<file path="src/pwr_mode_pkg.sv">
// Constants and types for the PHY power mode controller
package pwr_mode_pkg;
    localparam logic [7:0] OFS_PORT1_PHY_CTRL  = 8'h1d;
    localparam logic [7:0] OFS_PORT2_PHY_CTRL  = 8'h2d;
    localparam logic [7:0] OFS_POWER_MODE_CTRL = 8'hc3;
    localparam logic [7:0] OFS_SLEEP_DELAY_CFG = 8'hc4;
    localparam int PHY_PD_BIT      = 3;
    localparam int PLL_DIS_BIT     = 2;
    localparam logic [1:0] MODE_NORMAL   = 2'h0;
    localparam logic [1:0] MODE_ENERGY   = 2'h1;
    localparam logic [1:0] MODE_SOFT_PD  = 2'h2;
    localparam logic [1:0] MODE_PWR_SAVE = 2'h3;
    localparam logic [7:0] RST_PHY_CTRL    = 8'h00;
    localparam logic [7:0] RST_POWER_MODE  = 8'h00;
    localparam logic [7:0] RST_SLEEP_DELAY = 8'h50;
    localparam int CLK_PERIOD_NS   = 4;
    localparam int PULSE_WIDTH_NS  = 120;
    localparam int PULSE_CYCLES    = (PULSE_WIDTH_NS + CLK_PERIOD_NS - 1) / CLK_PERIOD_NS;
    localparam int PULSE_PERIOD_NS = 1000000000;
    localparam int PULSE_PERIOD_CYCLES = PULSE_PERIOD_NS / CLK_PERIOD_NS;
    localparam int SLEEP_TICK_CYCLES   = 250000;
    typedef enum logic [1:0] {
        ED_NORMAL = 2'b01,
        ED_LOW    = 2'b10
    } ed_state_t;
endpackage : pwr_mode_pkg

</file>
<file path="src/link_pulse_gen.sv">
// Periodic link pulse generator for energy detect mode
`timescale 1ns/1ps
`default_nettype none
module link_pulse_gen
    import pwr_mode_pkg::*;
#(
    parameter int PERIOD_CYCLES = PULSE_PERIOD_CYCLES,
    parameter int WIDTH_CYCLES  = PULSE_CYCLES
)(
    input  wire logic core_clk_i,
    input  wire logic rst_i,
    input  wire logic enable_i,
    output var  logic pulse_o
);
    logic [31:0] cnt_q;
    logic [31:0] cnt_d;
    wire         wrap = (cnt_q == 32'(PERIOD_CYCLES - 1));
    assign cnt_d = (!enable_i || wrap) ? 32'h0 : cnt_q + 32'h1;

    always_ff @(posedge core_clk_i or posedge rst_i)
    begin
        if (rst_i)
        begin
            cnt_q   <= 32'h0;
            pulse_o <= 1'b0;
        end
        else
        begin
            cnt_q   <= cnt_d;
            // Count before it advances, so the first pulse after enable is full width too
            pulse_o <= enable_i && (cnt_q < 32'(WIDTH_CYCLES));
        end
    end
endmodule : link_pulse_gen
`default_nettype wire

</file>
<file path="src/phy_power_mode_control.sv">
// PHY power mode controller with host register access
`timescale 1ns/1ps
`default_nettype none
// Behaviour
// Mode field 00 normal, 01 energy detect, 10 soft power down, 11 power saving.
// Port PHY control bit 3 powers that PHY down regardless of mode.
// Mode field resets to 00, normal operation.
// Normal mode: PLL, PHY, MAC and host interface all enabled.
// Host leaves normal mode by writing another mode code.
// Power saving only with autoneg on, cable out and mode 11.
// Power saving keeps PLL, MAC, host; PHY transmits, unused receiver off.
// Line activity during power saving restores full PHY power.
// Energy detect has normal and low power states; low keeps only energy detect.
// Go to low power after no energy longer than go-sleep delay.
// Energy detect without link sends 120 ns pulse each second.
// Low power keeps watching energy; energy returns to normal power.
// Soft power down stops PLL, PHY and MAC, keeps registers.
// Writing 00 ends soft power down, back to normal.
// Power mode bit 2 disables PLL; the code applies it in energy detect mode only.
// Chip power-down pin low powers down the whole device.
// Mode writes take effect at once and persist until rewritten or reset.
module phy_power_mode_control
    import pwr_mode_pkg::*;
#(
    parameter int NUM_PORTS   = 2,
    parameter int SLEEP_TICK  = SLEEP_TICK_CYCLES,
    parameter int PULSE_PER   = PULSE_PERIOD_CYCLES
)(
    input  wire logic                 core_clk_i,
    input  wire logic                 rst_i,
    input  wire logic [7:0]           reg_addr_i,
    input  wire logic [7:0]           reg_wdata_i,
    input  wire logic                 reg_wr_i,
    input  wire logic                 reg_rd_i,
    output var  logic [7:0]           reg_rdata_o,
    input  wire logic                 chip_power_down_n_i,
    input  wire logic [NUM_PORTS-1:0] energy_det_i,
    input  wire logic [NUM_PORTS-1:0] link_up_i,
    input  wire logic [NUM_PORTS-1:0] autoneg_en_i,
    output var  logic                 pll_en_o,
    output var  logic                 mac_en_o,
    output var  logic                 host_if_en_o,
    output var  logic [NUM_PORTS-1:0] phy_tx_en_o,
    output var  logic [NUM_PORTS-1:0] phy_rx_en_o,
    output var  logic [NUM_PORTS-1:0] phy_edet_en_o,
    output var  logic [NUM_PORTS-1:0] link_pulse_o,
    output var  logic                 chip_off_o,
    output var  logic [1:0]           ed_state_o
);
    logic [1:0]           pd_meta_q;
    logic [NUM_PORTS-1:0] en_meta_q;
    logic [NUM_PORTS-1:0] en_sync_q;
    logic [NUM_PORTS-1:0] lk_meta_q;
    logic [NUM_PORTS-1:0] lk_sync_q;
    logic [NUM_PORTS-1:0] an_meta_q;
    logic [NUM_PORTS-1:0] an_sync_q;
    logic                 pd_n_q;

    always_ff @(posedge core_clk_i or posedge rst_i)
    begin
        if (rst_i)
        begin
            pd_meta_q <= 2'h3;
            en_meta_q <= '0;
            en_sync_q <= '0;
            lk_meta_q <= '0;
            lk_sync_q <= '0;
            an_meta_q <= '0;
            an_sync_q <= '0;
        end
        else
        begin
            pd_meta_q <= {pd_meta_q[0], chip_power_down_n_i};
            en_meta_q <= energy_det_i;
            en_sync_q <= en_meta_q;
            lk_meta_q <= link_up_i;
            lk_sync_q <= lk_meta_q;
            an_meta_q <= autoneg_en_i;
            an_sync_q <= an_meta_q;
        end
    end
    assign pd_n_q = pd_meta_q[1];

    // Registers
    logic [7:0] phy_ctrl_q [NUM_PORTS];
    logic [7:0] power_mode_q;
    logic [7:0] sleep_delay_q;
    wire        sel_pm  = (reg_addr_i == OFS_POWER_MODE_CTRL);
    wire        sel_sd  = (reg_addr_i == OFS_SLEEP_DELAY_CFG);
    wire  [7:0] port_ofs [NUM_PORTS];
    assign port_ofs[0] = OFS_PORT1_PHY_CTRL;
    assign port_ofs[1] = OFS_PORT2_PHY_CTRL;

    wire [1:0] mode    = power_mode_q[1:0];
    wire       pll_dis = power_mode_q[PLL_DIS_BIT];
    // Host interface is shut while the power-down pin is low; no write may reach it
    wire       wr_ok   = reg_wr_i && pd_n_q;

    always_ff @(posedge core_clk_i or posedge rst_i)
    begin
        if (rst_i)
        begin
            power_mode_q  <= RST_POWER_MODE;
            sleep_delay_q <= RST_SLEEP_DELAY;
        end
        else
        begin
            if (wr_ok && sel_pm)
                power_mode_q <= reg_wdata_i;
            if (wr_ok && sel_sd && mode != MODE_SOFT_PD)
                sleep_delay_q <= reg_wdata_i;
        end
    end

    genvar gp;
    generate
        for (gp = 0; gp < NUM_PORTS; gp++)
        begin : g_port_reg
            always_ff @(posedge core_clk_i or posedge rst_i)
            begin
                if (rst_i)
                    phy_ctrl_q[gp] <= RST_PHY_CTRL;
                else if (wr_ok && reg_addr_i == port_ofs[gp] && mode != MODE_SOFT_PD)
                    phy_ctrl_q[gp] <= reg_wdata_i;
            end
        end
    endgenerate

    logic [7:0] rdata_d;
    always_comb
    begin
        rdata_d = 8'h00;
        if (sel_pm)
            rdata_d = power_mode_q;
        else if (sel_sd)
            rdata_d = sleep_delay_q;
        else if (reg_addr_i == port_ofs[0])
            rdata_d = phy_ctrl_q[0];
        else if (reg_addr_i == port_ofs[1])
            rdata_d = phy_ctrl_q[1];
    end

    // Energy detect sleep timer: delay field counts ticks of SLEEP_TICK cycles
    ed_state_t  ed_q;
    ed_state_t  ed_d;
    logic [31:0] tick_q;
    logic [8:0]  idle_q;
    wire         any_energy = |en_sync_q;
    wire         in_ed      = (mode == MODE_ENERGY) && pd_n_q;
    wire         tick       = (tick_q == 32'(SLEEP_TICK - 1));
    wire         idle_over  = (idle_q > {1'b0, sleep_delay_q});

    always_comb
    begin
        ed_d = ed_q;
        case (ed_q)
            ED_NORMAL:
            begin
                if (in_ed && !any_energy && idle_over)
                    ed_d = ED_LOW;
            end
            ED_LOW:
            begin
                if (!in_ed || any_energy)
                    ed_d = ED_NORMAL;
            end
            default:
            begin
                ed_d = ED_NORMAL;
            end
        endcase
    end

    always_ff @(posedge core_clk_i or posedge rst_i)
    begin
        if (rst_i)
        begin
            ed_q   <= ED_NORMAL;
            tick_q <= 32'h0;
            idle_q <= 9'h0;
        end
        else
        begin
            ed_q   <= ed_d;
            tick_q <= (!in_ed || any_energy || tick) ? 32'h0 : tick_q + 32'h1;
            if (!in_ed || any_energy)
                idle_q <= 9'h0;
            else if (tick && !idle_q[8])
                idle_q <= idle_q + 9'h1;
        end
    end

    wire ed_low = in_ed && (ed_q == ED_LOW);
    wire pulse_en = in_ed && !(|lk_sync_q);

    // Power saving needs autoneg on and cable out; activity wakes the receiver
    wire ps_mode = (mode == MODE_PWR_SAVE) && pd_n_q;
    wire [NUM_PORTS-1:0] ps_rx_off = {NUM_PORTS{ps_mode}} & an_sync_q & ~lk_sync_q & ~en_sync_q;
    wire soft_pd = (mode == MODE_SOFT_PD) || !pd_n_q;

    wire pll_on  = pd_n_q && (mode != MODE_SOFT_PD) && !(pll_dis && in_ed) && !ed_low;
    wire mac_on  = pd_n_q && (mode != MODE_SOFT_PD) && !ed_low;
    wire [NUM_PORTS-1:0] port_pd;
    wire [NUM_PORTS-1:0] pulse_w;

    generate
        for (gp = 0; gp < NUM_PORTS; gp++)
        begin : g_port
            assign port_pd[gp] = phy_ctrl_q[gp][PHY_PD_BIT] || soft_pd;
            link_pulse_gen #(
                .PERIOD_CYCLES (PULSE_PER),
                .WIDTH_CYCLES  (PULSE_CYCLES)
            ) u_pulse (
                .core_clk_i (core_clk_i),
                .rst_i      (rst_i),
                .enable_i   (pulse_en && !port_pd[gp]),
                .pulse_o    (pulse_w[gp])
            );
        end
    endgenerate

    always_ff @(posedge core_clk_i or posedge rst_i)
    begin
        if (rst_i)
        begin
            reg_rdata_o   <= 8'h00;
            pll_en_o      <= 1'b1;
            mac_en_o      <= 1'b1;
            host_if_en_o  <= 1'b1;
            phy_tx_en_o   <= '1;
            phy_rx_en_o   <= '1;
            phy_edet_en_o <= '1;
            link_pulse_o  <= '0;
            chip_off_o    <= 1'b0;
            ed_state_o    <= 2'h0;
        end
        else
        begin
            reg_rdata_o   <= (reg_rd_i && pd_n_q) ? rdata_d : 8'h00;
            pll_en_o      <= pll_on;
            mac_en_o      <= mac_on;
            host_if_en_o  <= pd_n_q && !ed_low;
            phy_tx_en_o   <= ~port_pd & {NUM_PORTS{!ed_low}};
            phy_rx_en_o   <= ~port_pd & ~ps_rx_off & {NUM_PORTS{!ed_low}};
            phy_edet_en_o <= ~port_pd;
            link_pulse_o  <= pulse_w;
            chip_off_o    <= !pd_n_q;
            ed_state_o    <= ed_low ? 2'h1 : 2'h0;
        end
    end
endmodule : phy_power_mode_control
`default_nettype wire

</file>
<file path="config.mk">
export PLATFORM = sky130hd
export DESIGN_NAME = phy_power_mode_control
export DESIGN_NICKNAME = d
export VERILOG_FILES = /design/src/pwr_mode_pkg.sv /design/src/link_pulse_gen.sv /design/src/phy_power_mode_control.sv
export SDC_FILE = /design/constraint.sdc
export NUM_CORES = 1
export LEC_CHECK = 0
export ABC_AREA = 1
export CAP_MARGIN = 20
export CORE_MARGIN = 2
export CORE_UTILIZATION = 50
export CTS_BUF_LIST = sky130_fd_sc_hd__clkbuf_16
export CTS_CLUSTER_SIZE = 40
export DETAILED_ROUTE_END_ITERATION = 10
export DONT_BUFFER_PORTS = 1
export GPL_TIMING_DRIVEN = 0
export HOLD_SLACK_MARGIN = 0.15
export PLACE_DENSITY = 0.75
export REMOVE_ABC_BUFFERS = 1
export SYNTH_ARGS = -nofsm -noshare
export SYNTH_HDL_FRONTEND = slang
export SYNTH_SLANG_ARGS = --single-unit
</file>
<file path="constraint.sdc">
create_clock -name core_clk_i -period 6 [get_ports core_clk_i]
set_input_delay 0.3 -clock core_clk_i [delete_from_list [all_inputs] [get_ports core_clk_i]]
set_output_delay 0.3 -clock core_clk_i [all_outputs]
set_load 0.01 [all_outputs]
</file>
Word level (Yosys, flattened, before mapping)
Cells that the tools add are included.
- add/sub/neg operators: 4
- order comparisons: 3
- eq/ne operators: 15
- mux-type cells: 14
- bitwise gates (word level): 10
- reductions and logical operators: 48
- operator list (cell ; count):
    adder 32 x 1 -> 32 bit (second input constant) ; 3
    two-way mux 32 bit ; 3
    == test 32 x 28 -> 1 bit (second input constant) ; 2
    < comparator 32 x 5 -> 1 bit (second input constant) ; 2
    two-way mux 8 bit ; 5
    == test 32 x 18 -> 1 bit (second input constant) ; 1
    logical AND 1 bit ; 26
    two-way mux 9 bit ; 2
    == test 8 bit (second input constant) ; 2
    AND 2 bit ; 6
    logical NOT 1 bit ; 11
    adder 9 x 1 -> 9 bit (second input constant) ; 1
    > comparator 9 x 8 -> 1 bit ; 1
    == test 8 x 5 -> 1 bit (second input constant) ; 1
    == test 8 x 6 -> 1 bit (second input constant) ; 1
    inverter 2 bit ; 4
    logical OR 1 bit ; 7
    == test 2 bit (second input constant) ; 3
    inequality test 2 bit (second input constant) ; 3
    == test 2 x 1 -> 1 bit (second input constant) ; 2
    two-way mux 2 bit ; 2
    one-hot mux 2 bit (2 select lines) ; 1
    OR reduction 2 bit ; 2
    AND reduction 2 bit ; 1
    other kinds (2) ; 2
- register bits: 176
- bits of input ports: 27
- output and inout port bits: 22
- logic and storage cells: 122

Logic depth before layout (Yosys ltp)
Gate-level depths: netlist (run 1).
- word-level depth: 8
- mapped depth: 10
- gate-level depth less buffers: 9

Hierarchy
From an unflattened synthesis (run 1), not the netlist that was laid out.
- cells, all modules: 1366
- area, all modules: 9836.9 um^2
- modules (own cells, without submodules) (module ; instances ; cells each ; area an instance (um^2)):
    phy_power_mode_control ; 1 ; 726 ; 5630.4
    link_pulse_gen ; 2 ; 320 ; 2103.3

Worst setup path before layout (run 1)
No wires, ideal clock.
- path kind: reg-to-reg
- from: register g_port[1].u_pulse.cnt_q[0]
- to: register g_port[1].u_pulse.cnt_q[8]
- arrival: 1.457 ns
- required time: 5.872 ns
- slack: 4.415 ns
- stages on the path, launching flop included: 11
- cells stage by stage: dfrtp_1 ha_1 nand3_1 inv_1 nand2_1 nor2_1 nand2_1 nand2_2 buf_6 buf_12 nor2_4
- cells in the longest elaborated chain, start to end: 3
- elaborated cells between the ends (all ways): 4
- classes of those cells: add/sub (1); eq/ne (1); mux (1); reduce/logical (1)
- ends and longest elaborated chain (element ; line ; source):
    from (decl) ; link_pulse_gen.sv:15 ; logic [31:0] cnt_q;
    from (signal assigned) ; link_pulse_gen.sv:29 ; cnt_q <= cnt_d;
    branches (longest 2 deep; another with adder 32 x 1 -> 32 bit) ; n/a ;
    two-way mux 32 bit (*) ; link_pulse_gen.sv:18 ; assign cnt_d = (!enable_i || wrap) ? 32'h0 : cnt_q + 32'h1;
    net g_port[1].u_pulse.cnt_d[8] ; link_pulse_gen.sv:16 ; logic [31:0] cnt_d;
Mark *: on every way through the listed nets, which the timed path passes.
A chain may end at the register's enable or synchronous reset.

Final worst setup path (run 1)
- from: input port reg_addr_i[5]
- to: register reg_rdata_o[6]
- cells in the longest elaborated chain, start to end: 6
- elaborated cells between the ends (all ways): 9
- classes of those cells: eq/ne (4); mux (5)
- ends and longest elaborated chain (element ; line ; source):
    from (decl) ; phy_power_mode_control.sv:31 ; input wire logic [7:0] reg_addr_i,
    == test 8 x 6 -> 1 bit ; phy_power_mode_control.sv:139 ; else if (reg_addr_i == port_ofs[1])
    two-way mux 8 bit ; phy_power_mode_control.sv:139 ;
    two-way mux 8 bit ; phy_power_mode_control.sv:137 ; else if (reg_addr_i == port_ofs[0])
    two-way mux 8 bit ; phy_power_mode_control.sv:135 ; else if (sel_sd)
    two-way mux 8 bit (*) ; phy_power_mode_control.sv:133 ; if (sel_pm)
    two-way mux 8 bit (*) ; phy_power_mode_control.sv:239 ; reg_rdata_o <= (reg_rd_i && pd_n_q) ? rdata_d : 8'h00;
    to (signal assigned) ; phy_power_mode_control.sv:239 ;
    to (decl) ; phy_power_mode_control.sv:35 ; output var logic [7:0] reg_rdata_o,
Every way passes the cells marked *; elsewhere a longest branch is shown, timed or not.

==> results of run 1 <==
==> through the flow <==
| stage | hold WS [ps] | cell area (um^2) | worst slack, ps | power [uW] | setup TNS (ps) |
|---|---|---|---|---|---|
| 2_1_floorplan | 304 | 9430 | 950 | 1270 | 0 |
| 3_3_place_gp | 305 | 9720 | -879 | 1290 | -140160 |
| 3_5_place_dp | 154 | 9790 | 3640 | 1290 | 0 |
| 4_1_cts | 164 | 10600 | 3350 | 2430 | 0 |
| 5_1_grt | 214 | 10600 | 3170 | 2490 | 0 |
| 6_report | 182 | 10600 | 3240 | 2410 | 0 |
==> path summary, 6_finish.rpt <==
| path | to | cells after the start | slack (ps) | start |
|---|---|---|---|---|
| max in group asynchronous | power_mode_q[1] | 3 | 4720 | rst_i |
| min | reg_rdata_o[4] | 2 | 180 | reg_rd_i |
| max | reg_rdata_o[6] | 7 | 3240 | reg_addr_i[5] |
| min in group asynchronous | an_meta_q[1] | 2 | 350 | rst_i |
| max reg2reg | g_port[1].u_pulse.cnt_q[14] | 8 | 3640 | g_port[1].u_pulse.cnt_q[0] |
| min reg2reg | link_pulse_o[1] | 0 | 350 | g_port[1].u_pulse.pulse_o |
==> worst max-delay path: stages <==
cell and delay, ps:
dlygate4sd3_1 550, nor3_2 300, dlygate4sd3_1 630, nand3_1 70
dlygate4sd3_1 580, a21oi_1 140, dlygate4sd3_1 550
==> logic make-up (layout without fill, tap and decap cells) <==
group / Yosys count / in the layout / share of synthesized area
simple gates: 829 / 829 / 0.376
compound gates: 74 / 74 / 0.0414
fa+ha+maj: 12 / 12 / 0.0157
buf+inv: 170 / 205 / 0.0717
flops: 176 / 176 / 0.463
xor+xnor: 35 / 35 / 0.0321
other cells: 1 / 1 / 0.000393
==> cells in the final DEF (no fill, tap or decap), types with 3 or more instances in the layout <==
cell           count
a21oi_1           14
clkbuf_16         17
dfrtp_1          162
dfstp_2           14
dlygate4sd3_1     20
ha_1              12
inv_1            149
inv_6              6
inv_8              4
nand2_1          372
nand2_2            3
nand3_1           73
nand3_2            3
nand3b_1           4
nand4_1           29
nor2_1           250
nor2_4            14
nor3_1            61
nor3_2             5
nor3b_1            3
nor4_1             5
o21ai_0           48
o21ai_1            3
xnor2_1           11
xor2_1            24
==> cell usage after synthesis, types with 2 or more instances <==
cell type and count:
dfrtp_1 162, nor3b_1 3, nor2_2 2, xor2_1 24
dfstp_2 14, nand2_2 3, inv_1 149, a21o_1 2
a211oi_1 2, nor3_2 5, buf_4 2, nor2_4 14
a21oi_1 14, nand4_1 29, buf_2 12, nor3_1 61
nand3_1 73, o21ai_2 2, xnor2_1 11, o21ai_1 3
nand3b_1 4, nor4_1 5, nand2_1 372, nand3_2 3
o21ai_0 48, clkbuf_1 4, ha_1 12, nor2_1 250
==> layout make-up <==
cell class,count,area [um^2]
clock buffers,17,425
clock inverters,15,171
fillers,1729,8120
inverters,150,571
multi-input cells,951,4450
flip-flops and latches,176,4420
well taps,234,293
repair buffers,23,258
==> sequential cells by signal, indices dropped and copies added (netlist names), 8 cells and up <==
name and count:
reg_rdata_o 8, tick_q 32, power_mode_q 8, g_port.u_pulse.cnt_q 64, phy_ctrl_q 16, idle_q 9, sleep_delay_q 8
==> per-layer routing <==
layer	wire length, um	part of all wire	vias up	global-route usage
li1	-	-	4126	-
met1	10400	0.47	3768	0.328
met5	0	0	-	0
met4	342	0.015	0	0.0684
met3	1160	0.052	28	0.0417
met2	10400	0.46	223	0.369
==> where the power goes <==
part / leakage, uW / switching [uW] / internal, uW / total [uW]
Combinational: 0.00181 / 45.5 / 19.2 / 64.7
Clock: 0.000297 / 497 / 628 / 1130
Sequential: 0.00238 / 11.5 / 1200 / 1220
==> run_results.csv, run 1 <==
group,metric,value,unit
timing,worst_pin_slew,943,ps
timing,fmax,362,MHz
synthesis,synth_top_area_frac,0.424,
timing,hold_viol_final,0,
power,ir_drop,0.000202,V
power,power.density,227,nW/um^2
setup_path,worstSetupPathType,"in -> reg",
synthesis,yosys.area.top_type,"dfrtp_1",
floorplan,core,18700,um^2
detailed_routing,drt_first_pass_iters,6,
detailed_routing,post_drt_via_cell_ratio,5.20,
clocking,cts_resized,0,
clocking,ctsHoldBuffers,20,
global_route,grt_max_degree,134,
synthesis,syn_area,9550,um^2
setup_path,cp_data_required_time,6370,ps
detailed_routing,drt_wl_total,22300,um
clocking,postCtsSetupBuffers,0,
clocking,cts_tree,"built",
timing,min_period,2760,ps
worst_hold_path,hold_path.class,"in -> reg",
place,port_buffers,0,
layout,antenna_cells,0,
clocking,cts_buffers,17,
run_status,outcome,"finished, final reports clean",
layout,fin_util,0.566,
floorplan,die-area,20200,um^2
timing,clock_skew,10.9,ps
timing,rsz0062_at_grt,"false",
floorplan,dieHeight,142,um
synthesis,synth-async-reset-ratio,1.00,
global_route,antenna_found_initial,0,
timing,slew_headroom,0.369,
global_route,grt_pass1_vias,7577,
global_route,grt_overflow,0,
floorplan,die_w,142,um
synthesis,ys_ff_latch,176,
setup_path,worstPathMaxFanout,4,
global_route,grt_pass1_wl,37100,um
setup_path,cp.arrival,3130,ps
setup_path,critPathLaunchType,"input port",
global_route,grtUsageTotal,0.232,
floorplan,start_util,0.511,
synthesis,synth_edf_count,0,
clocking,cts_buffer_depth,2,
synthesis,synth.avg_cell_area,7.36,um^2
power,power.leakage,0.00449,uW
clocking,cts_num_sinks,176,
detailed_routing,dr_total_vias,8145,
floorplan,num_io_pins,49,
synthesis,synth.distinct_cells,40,
layout,area_growth,10.8,%
synthesis,synth_area_leaders,"dfrtp_1, nand2_1, nor2_1, inv_1, dfstp_2",
detailed_routing,drc_errors,0,
detailed_routing,drt_first_iter_violations,710,
synthesis,synth_ff_type,"dfrtp_1",
layout,fin_cells,1566,
clocking,h-tree-depth,4,
timing,finalSetupViolations,0,
layout,drive_gt1_frac,0.0616,
detailed_routing,avgRoutedWirePerCell,14.2,um
detailed_routing,antenna_left,0,
timing,slew_viol_final,0,
floorplan,num_rows,50,
setup_path,end_kind,"register",
timing,min_period_over_period,0.460,
layout,nets,1358,
clocking,clk_pin_slew_worst_paths,70,ps
job,max_cap_violations,0,
synthesis,ys_warn_count,0,
place,dp_cells,1514,
clocking,clock-root-buffer,"clkbuf_16",
clocking,worstSkewPairLatency,430,ps
place,dp_hpwl,16500,um
place,gp_congestion,0.928,
synthesis,synth-seq-area-share,0.463,
synthesis,synth_cells,1297,
No activity file was read; power rests on OpenSTA's default activity.
==> inputs of run 2 (changes only) <==
==> constraint.sdc (replaced) <==
create_clock -name core_clk_i -period 2.85 [get_ports core_clk_i]
set_input_delay 0.1425 -clock core_clk_i [delete_from_list [all_inputs] [get_ports core_clk_i]]
set_output_delay 0.1425 -clock core_clk_i [all_outputs]
set_load 0.01 [all_outputs]
==> run_results.csv, run 2 (synthesis gave the netlist of run 1 again) <==
group,metric,value,unit
run_status,outcome,"finished, final reports clean",
floorplan,start_util,0.511,
setup_path,cp.arrival,2900,ps
global_route,grt_pass1_vias,7603,
place,dp_slack,491,ps
power,power.leakage,0.00450,uW
setup_path,end_kind,"register",
clocking,cts_resized,0,
floorplan,num_io_pins,49,
place,port_buffers,0,
job,max_cap_violations,0,
global_route,grt_pass1_wl,37100,um
timing,min_period,2530,ps
worst_hold_path,hold_path.class,"in -> async",
setup_path,worstPathMaxFanout,4,
detailed_routing,dr_wl_met2,10400,um
timing,finalSetupViolations,0,
detailed_routing,post_drt_via_cell_ratio,5.21,
layout,final_cell_mix,"nand2_1, nor2_1, dfrtp_1",
layout,top_regs,"g_port.u_pulse.cnt_q (64), tick_q (32), phy_ctrl_q (16)",
timing,finalWorstSetupSlack,320,ps
layout,final_common_cell,"nand2_1",
detailed_routing,antenna_left,0,
timing,slew_viol_final,0,
detailed_routing,drc_errors,0,
timing,min_period_over_period,0.888,
setup_path,cp_data_required_time,3220,ps
timing,hold_viol_final,0,
detailed_routing,met3_length,1040,um
power,p_total,5070,uW
detailed_routing,wl_met1,10600,um
layout,largest_register,"g_port.u_pulse.cnt_q",
clocking,postCtsSetupBuffers,0,
timing,worst_pin_slew,950,ps
place,dp_hpwl,16500,um
setup_path,crit_buf_inv,4,
clocking,cts_num_sinks,176,
clocking,cts_tree,"built",
detailed_routing,drt_first_iter_violations,733,
floorplan,dieHeight,142,um
floorplan,die_w,142,um
global_route,antenna_found_initial,0,
setup_path,max_stage_delay,590,ps
global_route,grt_max_degree,134,
clocking,clk_pin_slew_worst_paths,70,ps
floorplan,num_rows,50,
layout,nets,1361,
detailed_routing,drt_first_pass_iters,6,
setup_path,worstSetupPathType,"in -> reg",
detailed_routing,drt_wl_total,22300,um
global_route,grt_overflow,0,
setup_path,crit_chain,"dlygate4sd3_1, nor3_2, dlygate4sd3_1, nand3_1, dlygate4sd3_1, a21oi_1, dlygate4sd3_1",
detailed_routing,top_layer,"met4",
layout,largest_reg_flops,64,
setup_path,crit_family,"buffers and inverters",
floorplan,die-area,20200,um^2
clocking,clock-root-buffer,"clkbuf_16",
timing,rsz0062_at_grt,"false",
layout,antenna_cells,0,
clocking,cts_buffers,17,
power,ir_drop,0.000427,V
setup_path,worst_path_most_repeated_cell,"dlygate4sd3_1",
setup_path,critPathLaunchType,"input port",
timing,clock_skew,11.2,ps
timing,slew_headroom,0.365,
detailed_routing,avgRoutedWirePerCell,14.2,um
clocking,worstSkewPairLatency,430,ps
layout,area_growth,11.1,%
global_route,grtUsageTotal,0.232,
power,power.density,478,nW/um^2
setup_path,cp_slowest_cell,"dlygate4sd3_1",
place,gp_congestion,0.928,
clocking,cts_buffer_depth,2,
timing,fmax,395,MHz
floorplan,core,18700,um^2
layout,drive_gt1_frac,0.0614,
clocking,h-tree-depth,4,
detailed_routing,dr_total_vias,8178,
run 2: per-stage QoR:
step | utilization | cells | cell area [um^2] | hold WS [ps] | setup TNS [ps]
finish | 0.567 | 1569 | 10600 | 185 | 0
detailed placement | 0.523 | 1514 | 9790 | -3.87 | 0
global route | 0.567 | 1569 | 10600 | 223 | 0
CTS | 0.567 | 1569 | 10600 | 158 | 0
floorplan | - | 1277 | 9430 | 147 | -341090
global placement | 0.520 | 1511 | 9720 | 147 | -653000
run 2: report_power, final:
part	switching, uW	internal [uW]
sequential	24.3	2530
combinational	96.4	42.2
clock	1050	1320
total	1170	3900
run 2: layer usage:
metal / vias up / GRT usage
li1: 4137 / -
met1: 3804 / 0.328
met2: 209 / 0.369
met3: 28 / 0.0414
met4: 0 / 0.0653
met5: - / 0
run 2: timing repair:
action                                 4_1_cts  5_1_grt
endpoints found under the hold margin      213        0
hold buffers                                23        0
setup endpoints to repair                    0        0
run 2: final timing paths:
check	startpoint	end	slack, ps	cells past startpoint
hold reg to reg	g_port[1].u_pulse.pulse_o	link_pulse_o[1]	350	0
setup / recovery	reg_addr_i[5]	reg_rdata_o[6]	320	7
hold / removal	rst_i	an_meta_q[1]	190	2
setup reg to reg	g_port[1].u_pulse.cnt_q[0]	g_port[1].u_pulse.cnt_q[14]	480	8
min in group core_clk_i	reg_addr_i[3]	reg_rdata_o[5]	190	4
max in group asynchronous	rst_i	power_mode_q[1]	1750	3
run 2: final cells by class:
| type | instances | area, um^2 |
|---|---|---|
| tap | 234 | 293 |
| multi-input combinational | 951 | 4450 |
| timing repair buffer | 26 | 288 |
| clock inverter | 15 | 171 |
| sequential | 176 | 4420 |
| clock buffer | 17 | 425 |
| fill | 1721 | 8090 |
| inverter | 150 | 571 |
==> inputs of run 3 (changes only) <==
--- a/config.mk
+++ b/config.mk
@@ -6,6 +6,7 @@
 export NUM_CORES = 1
 export LEC_CHECK = 0
 export ABC_AREA = 1
+export ABC_CLOCK_PERIOD_IN_PS = 3000
 export CAP_MARGIN = 20
 export CORE_MARGIN = 2
 export CORE_UTILIZATION = 50
==> constraint.sdc (replaced) <==
create_clock -name core_clk_i -period 3 [get_ports core_clk_i]
set_input_delay 0.15 -clock core_clk_i [delete_from_list [all_inputs] [get_ports core_clk_i]]
set_output_delay 0.15 -clock core_clk_i [all_outputs]
set_load 0.01 [all_outputs]
==> run_results.csv, run 3 (synthesis gave the netlist of run 1 again) <==
group,metric,value,unit
timing,rsz0062_at_grt,"false",
run_status,outcome,"finished, final reports clean",
worst_hold_path,hold_path.class,"in -> reg",
global_route,grt_overflow,0,
layout,nets,1361,
floorplan,num_rows,50,
timing,finalSetupViolations,0,
floorplan,dieHeight,142,um
setup_path,reg2reg_to,"g_port[1].u_pulse.cnt_q[14]",
timing,clock_skew,10.7,ps
setup_path,worst_path_most_repeated_cell,"dlygate4sd3_1",
setup_path,critPathLaunchType,"input port",
layout,final_cell_mix,"nand2_1, nor2_1, dfrtp_1",
clocking,cts_buffer_depth,2,
place,dp_slack,641,ps
place,dp_cells,1514,
setup_path,crit_family,"buffers and inverters",
timing,final.setup.tns,0,ps
place,dp_hpwl,16500,um
clocking,worstSkewPairLatency,430,ps
setup_path,cp_slowest_cell,"dlygate4sd3_1",
timing,fmax,396,MHz
clocking,clk_pin_slew_worst_paths,70,ps
setup_path,max_stage_delay,590,ps
timing,slew_headroom,0.367,
layout,drive_gt1_frac,0.0614,
setup_path,cp.arrival,2890,ps
layout,area_growth,11.1,%
clocking,cts_buffers,17,
detailed_routing,drt_wl_total,22200,um
timing,min_period,2530,ps
worst_hold_path,hold_depth,4,
layout,antenna_cells,0,
layout,top_regs,"g_port.u_pulse.cnt_q (64), tick_q (32), phy_ctrl_q (16)",
detailed_routing,dr_total_vias,8181,
floorplan,die-area,20200,um^2
place,port_buffers,0,
timing,hold_viol_final,0,
place,gp_congestion,0.928,
layout,fin_cells,1569,
power,power.density,453,nW/um^2
timing,min_period_over_period,0.842,
power,power.leakage,0.00450,uW
floorplan,die_w,142,um
setup_path,end_kind,"register",
global_route,grt_pass1_vias,7609,
worst_hold_path,holdPathEnd,"reg_rdata_o[5]",
floorplan,num_io_pins,49,
timing,finalWorstSetupSlack,474,ps
clocking,h-tree-depth,4,
worst_hold_path,hold_start,"reg_addr_i[4]",
setup_path,worstPathMaxFanout,4,
setup_path,crit_buf_inv,4,
layout,largest_register,"g_port.u_pulse.cnt_q",
floorplan,core,18700,um^2
setup_path,r2r_slack,620,ps
global_route,antenna_found_initial,0,
detailed_routing,avgRoutedWirePerCell,14.2,um
clocking,clock-root-buffer,"clkbuf_16",
global_route,grt_max_degree,134,
power,ir_drop,0.000405,V
timing,slew_viol_final,0,
setup_path,worstSetupPathType,"in -> reg",
timing,worst_pin_slew,946,ps
setup_path,cp_data_required_time,3370,ps
detailed_routing,drc_errors,0,
floorplan,start_util,0.511,
setup_path,r2r_start,"g_port[1].u_pulse.cnt_q[0]",
job,max_cap_violations,0,
setup_path,ff2ff_path_depth,8,
detailed_routing,drt_first_iter_violations,741,
clocking,cts_resized,0,
layout,fin_util,0.567,
layout,final_common_cell,"nand2_1",
layout,nFillCells,1721,
clocking,cts_tree,"built",
global_route,grtUsageTotal,0.232,
detailed_routing,antenna_left,0,
detailed_routing,drt_first_pass_iters,5,
clocking,cts_num_sinks,176,
global_route,grt_pass1_wl,37100,um
layout,largest_reg_flops,64,
setup_path,crit_chain,"dlygate4sd3_1, nor3_2, dlygate4sd3_1, nand3_1, dlygate4sd3_1, a21oi_1, dlygate4sd3_1",
detailed_routing,post_drt_via_cell_ratio,5.21,
## run 3: worst register-to-register path: stages (launching register included)
cell,delay [ps]
dfrtp_1,420
ha_1,220
nand3_1,230
inv_1,190
nand2_1,90
nor2_1,120
nand2_1,100
nand2_2,700
nor2_1,150
## run 3: area by class of cell
| class | instances | area [um^2] | area share |
|---|---|---|---|
| multi-input combinational | 951 | 4450 | 0.419 |
| sequential | 176 | 4420 | 0.417 |
| inverter | 150 | 571 | 0.0537 |
| clock buffer | 17 | 425 | 0.0401 |
| tap | 234 | 293 | 0.0276 |
| timing repair buffer | 26 | 288 | 0.0271 |
| clock inverter | 15 | 171 | 0.0161 |
## run 3: timing repair
item / 4_1_cts / 5_1_grt
hold buffers: 23 / 0
hold endpoints to repair: 212 / 0
setup buffers: 0 / 0
## run 3: per-layer routing
layer  routed length [um]  GRT usage  vias to the layer above
li1                     -          -                     4140
met4                  340     0.0653                        0
met1                10400      0.328                     3790
met5                    0          0                        -
met2                10300      0.369                      220
met3                 1130     0.0414                       31
## run 3: worst max-delay path by stage
stage,startpoint,endpoint,slack [ps],cells past startpoint
after floorplan,rst_i,an_meta_q[0],-1900,1
after global placement,rst_i,power_mode_q[4],-3730,1
after detailed placement,g_port[1].u_pulse.cnt_q[0],g_port[1].u_pulse.cnt_q[17],640,8
after CTS,reg_addr_i[5],reg_rdata_o[6],500,7
after global routing,reg_addr_i[5],reg_rdata_o[6],380,7
final,reg_addr_i[5],reg_rdata_o[6],470,7
## run 3: metrics by stage
| step | hold slack, ps | cell area (um^2) | power, uW |
|---|---|---|---|
| floorplan | 154 | 9430 | 2550 |
| global placement | 155 | 9720 | 2580 |
| detailed placement | 3.63 | 9790 | 2590 |
| CTS | 153 | 10600 | 4870 |
| global route | 209 | 10600 | 4980 |
| finish | 168 | 10600 | 4810 |
## run 3: report_power, final
| group | switching [uW] | total (uW) | internal (uW) |
|---|---|---|---|
| clock | 991 | 2250 | 1260 |
| combinational | 91.3 | 131 | 40.1 |
| sequential | 23.0 | 2430 | 2410 |
| total | 1110 | 4810 | 3700 |
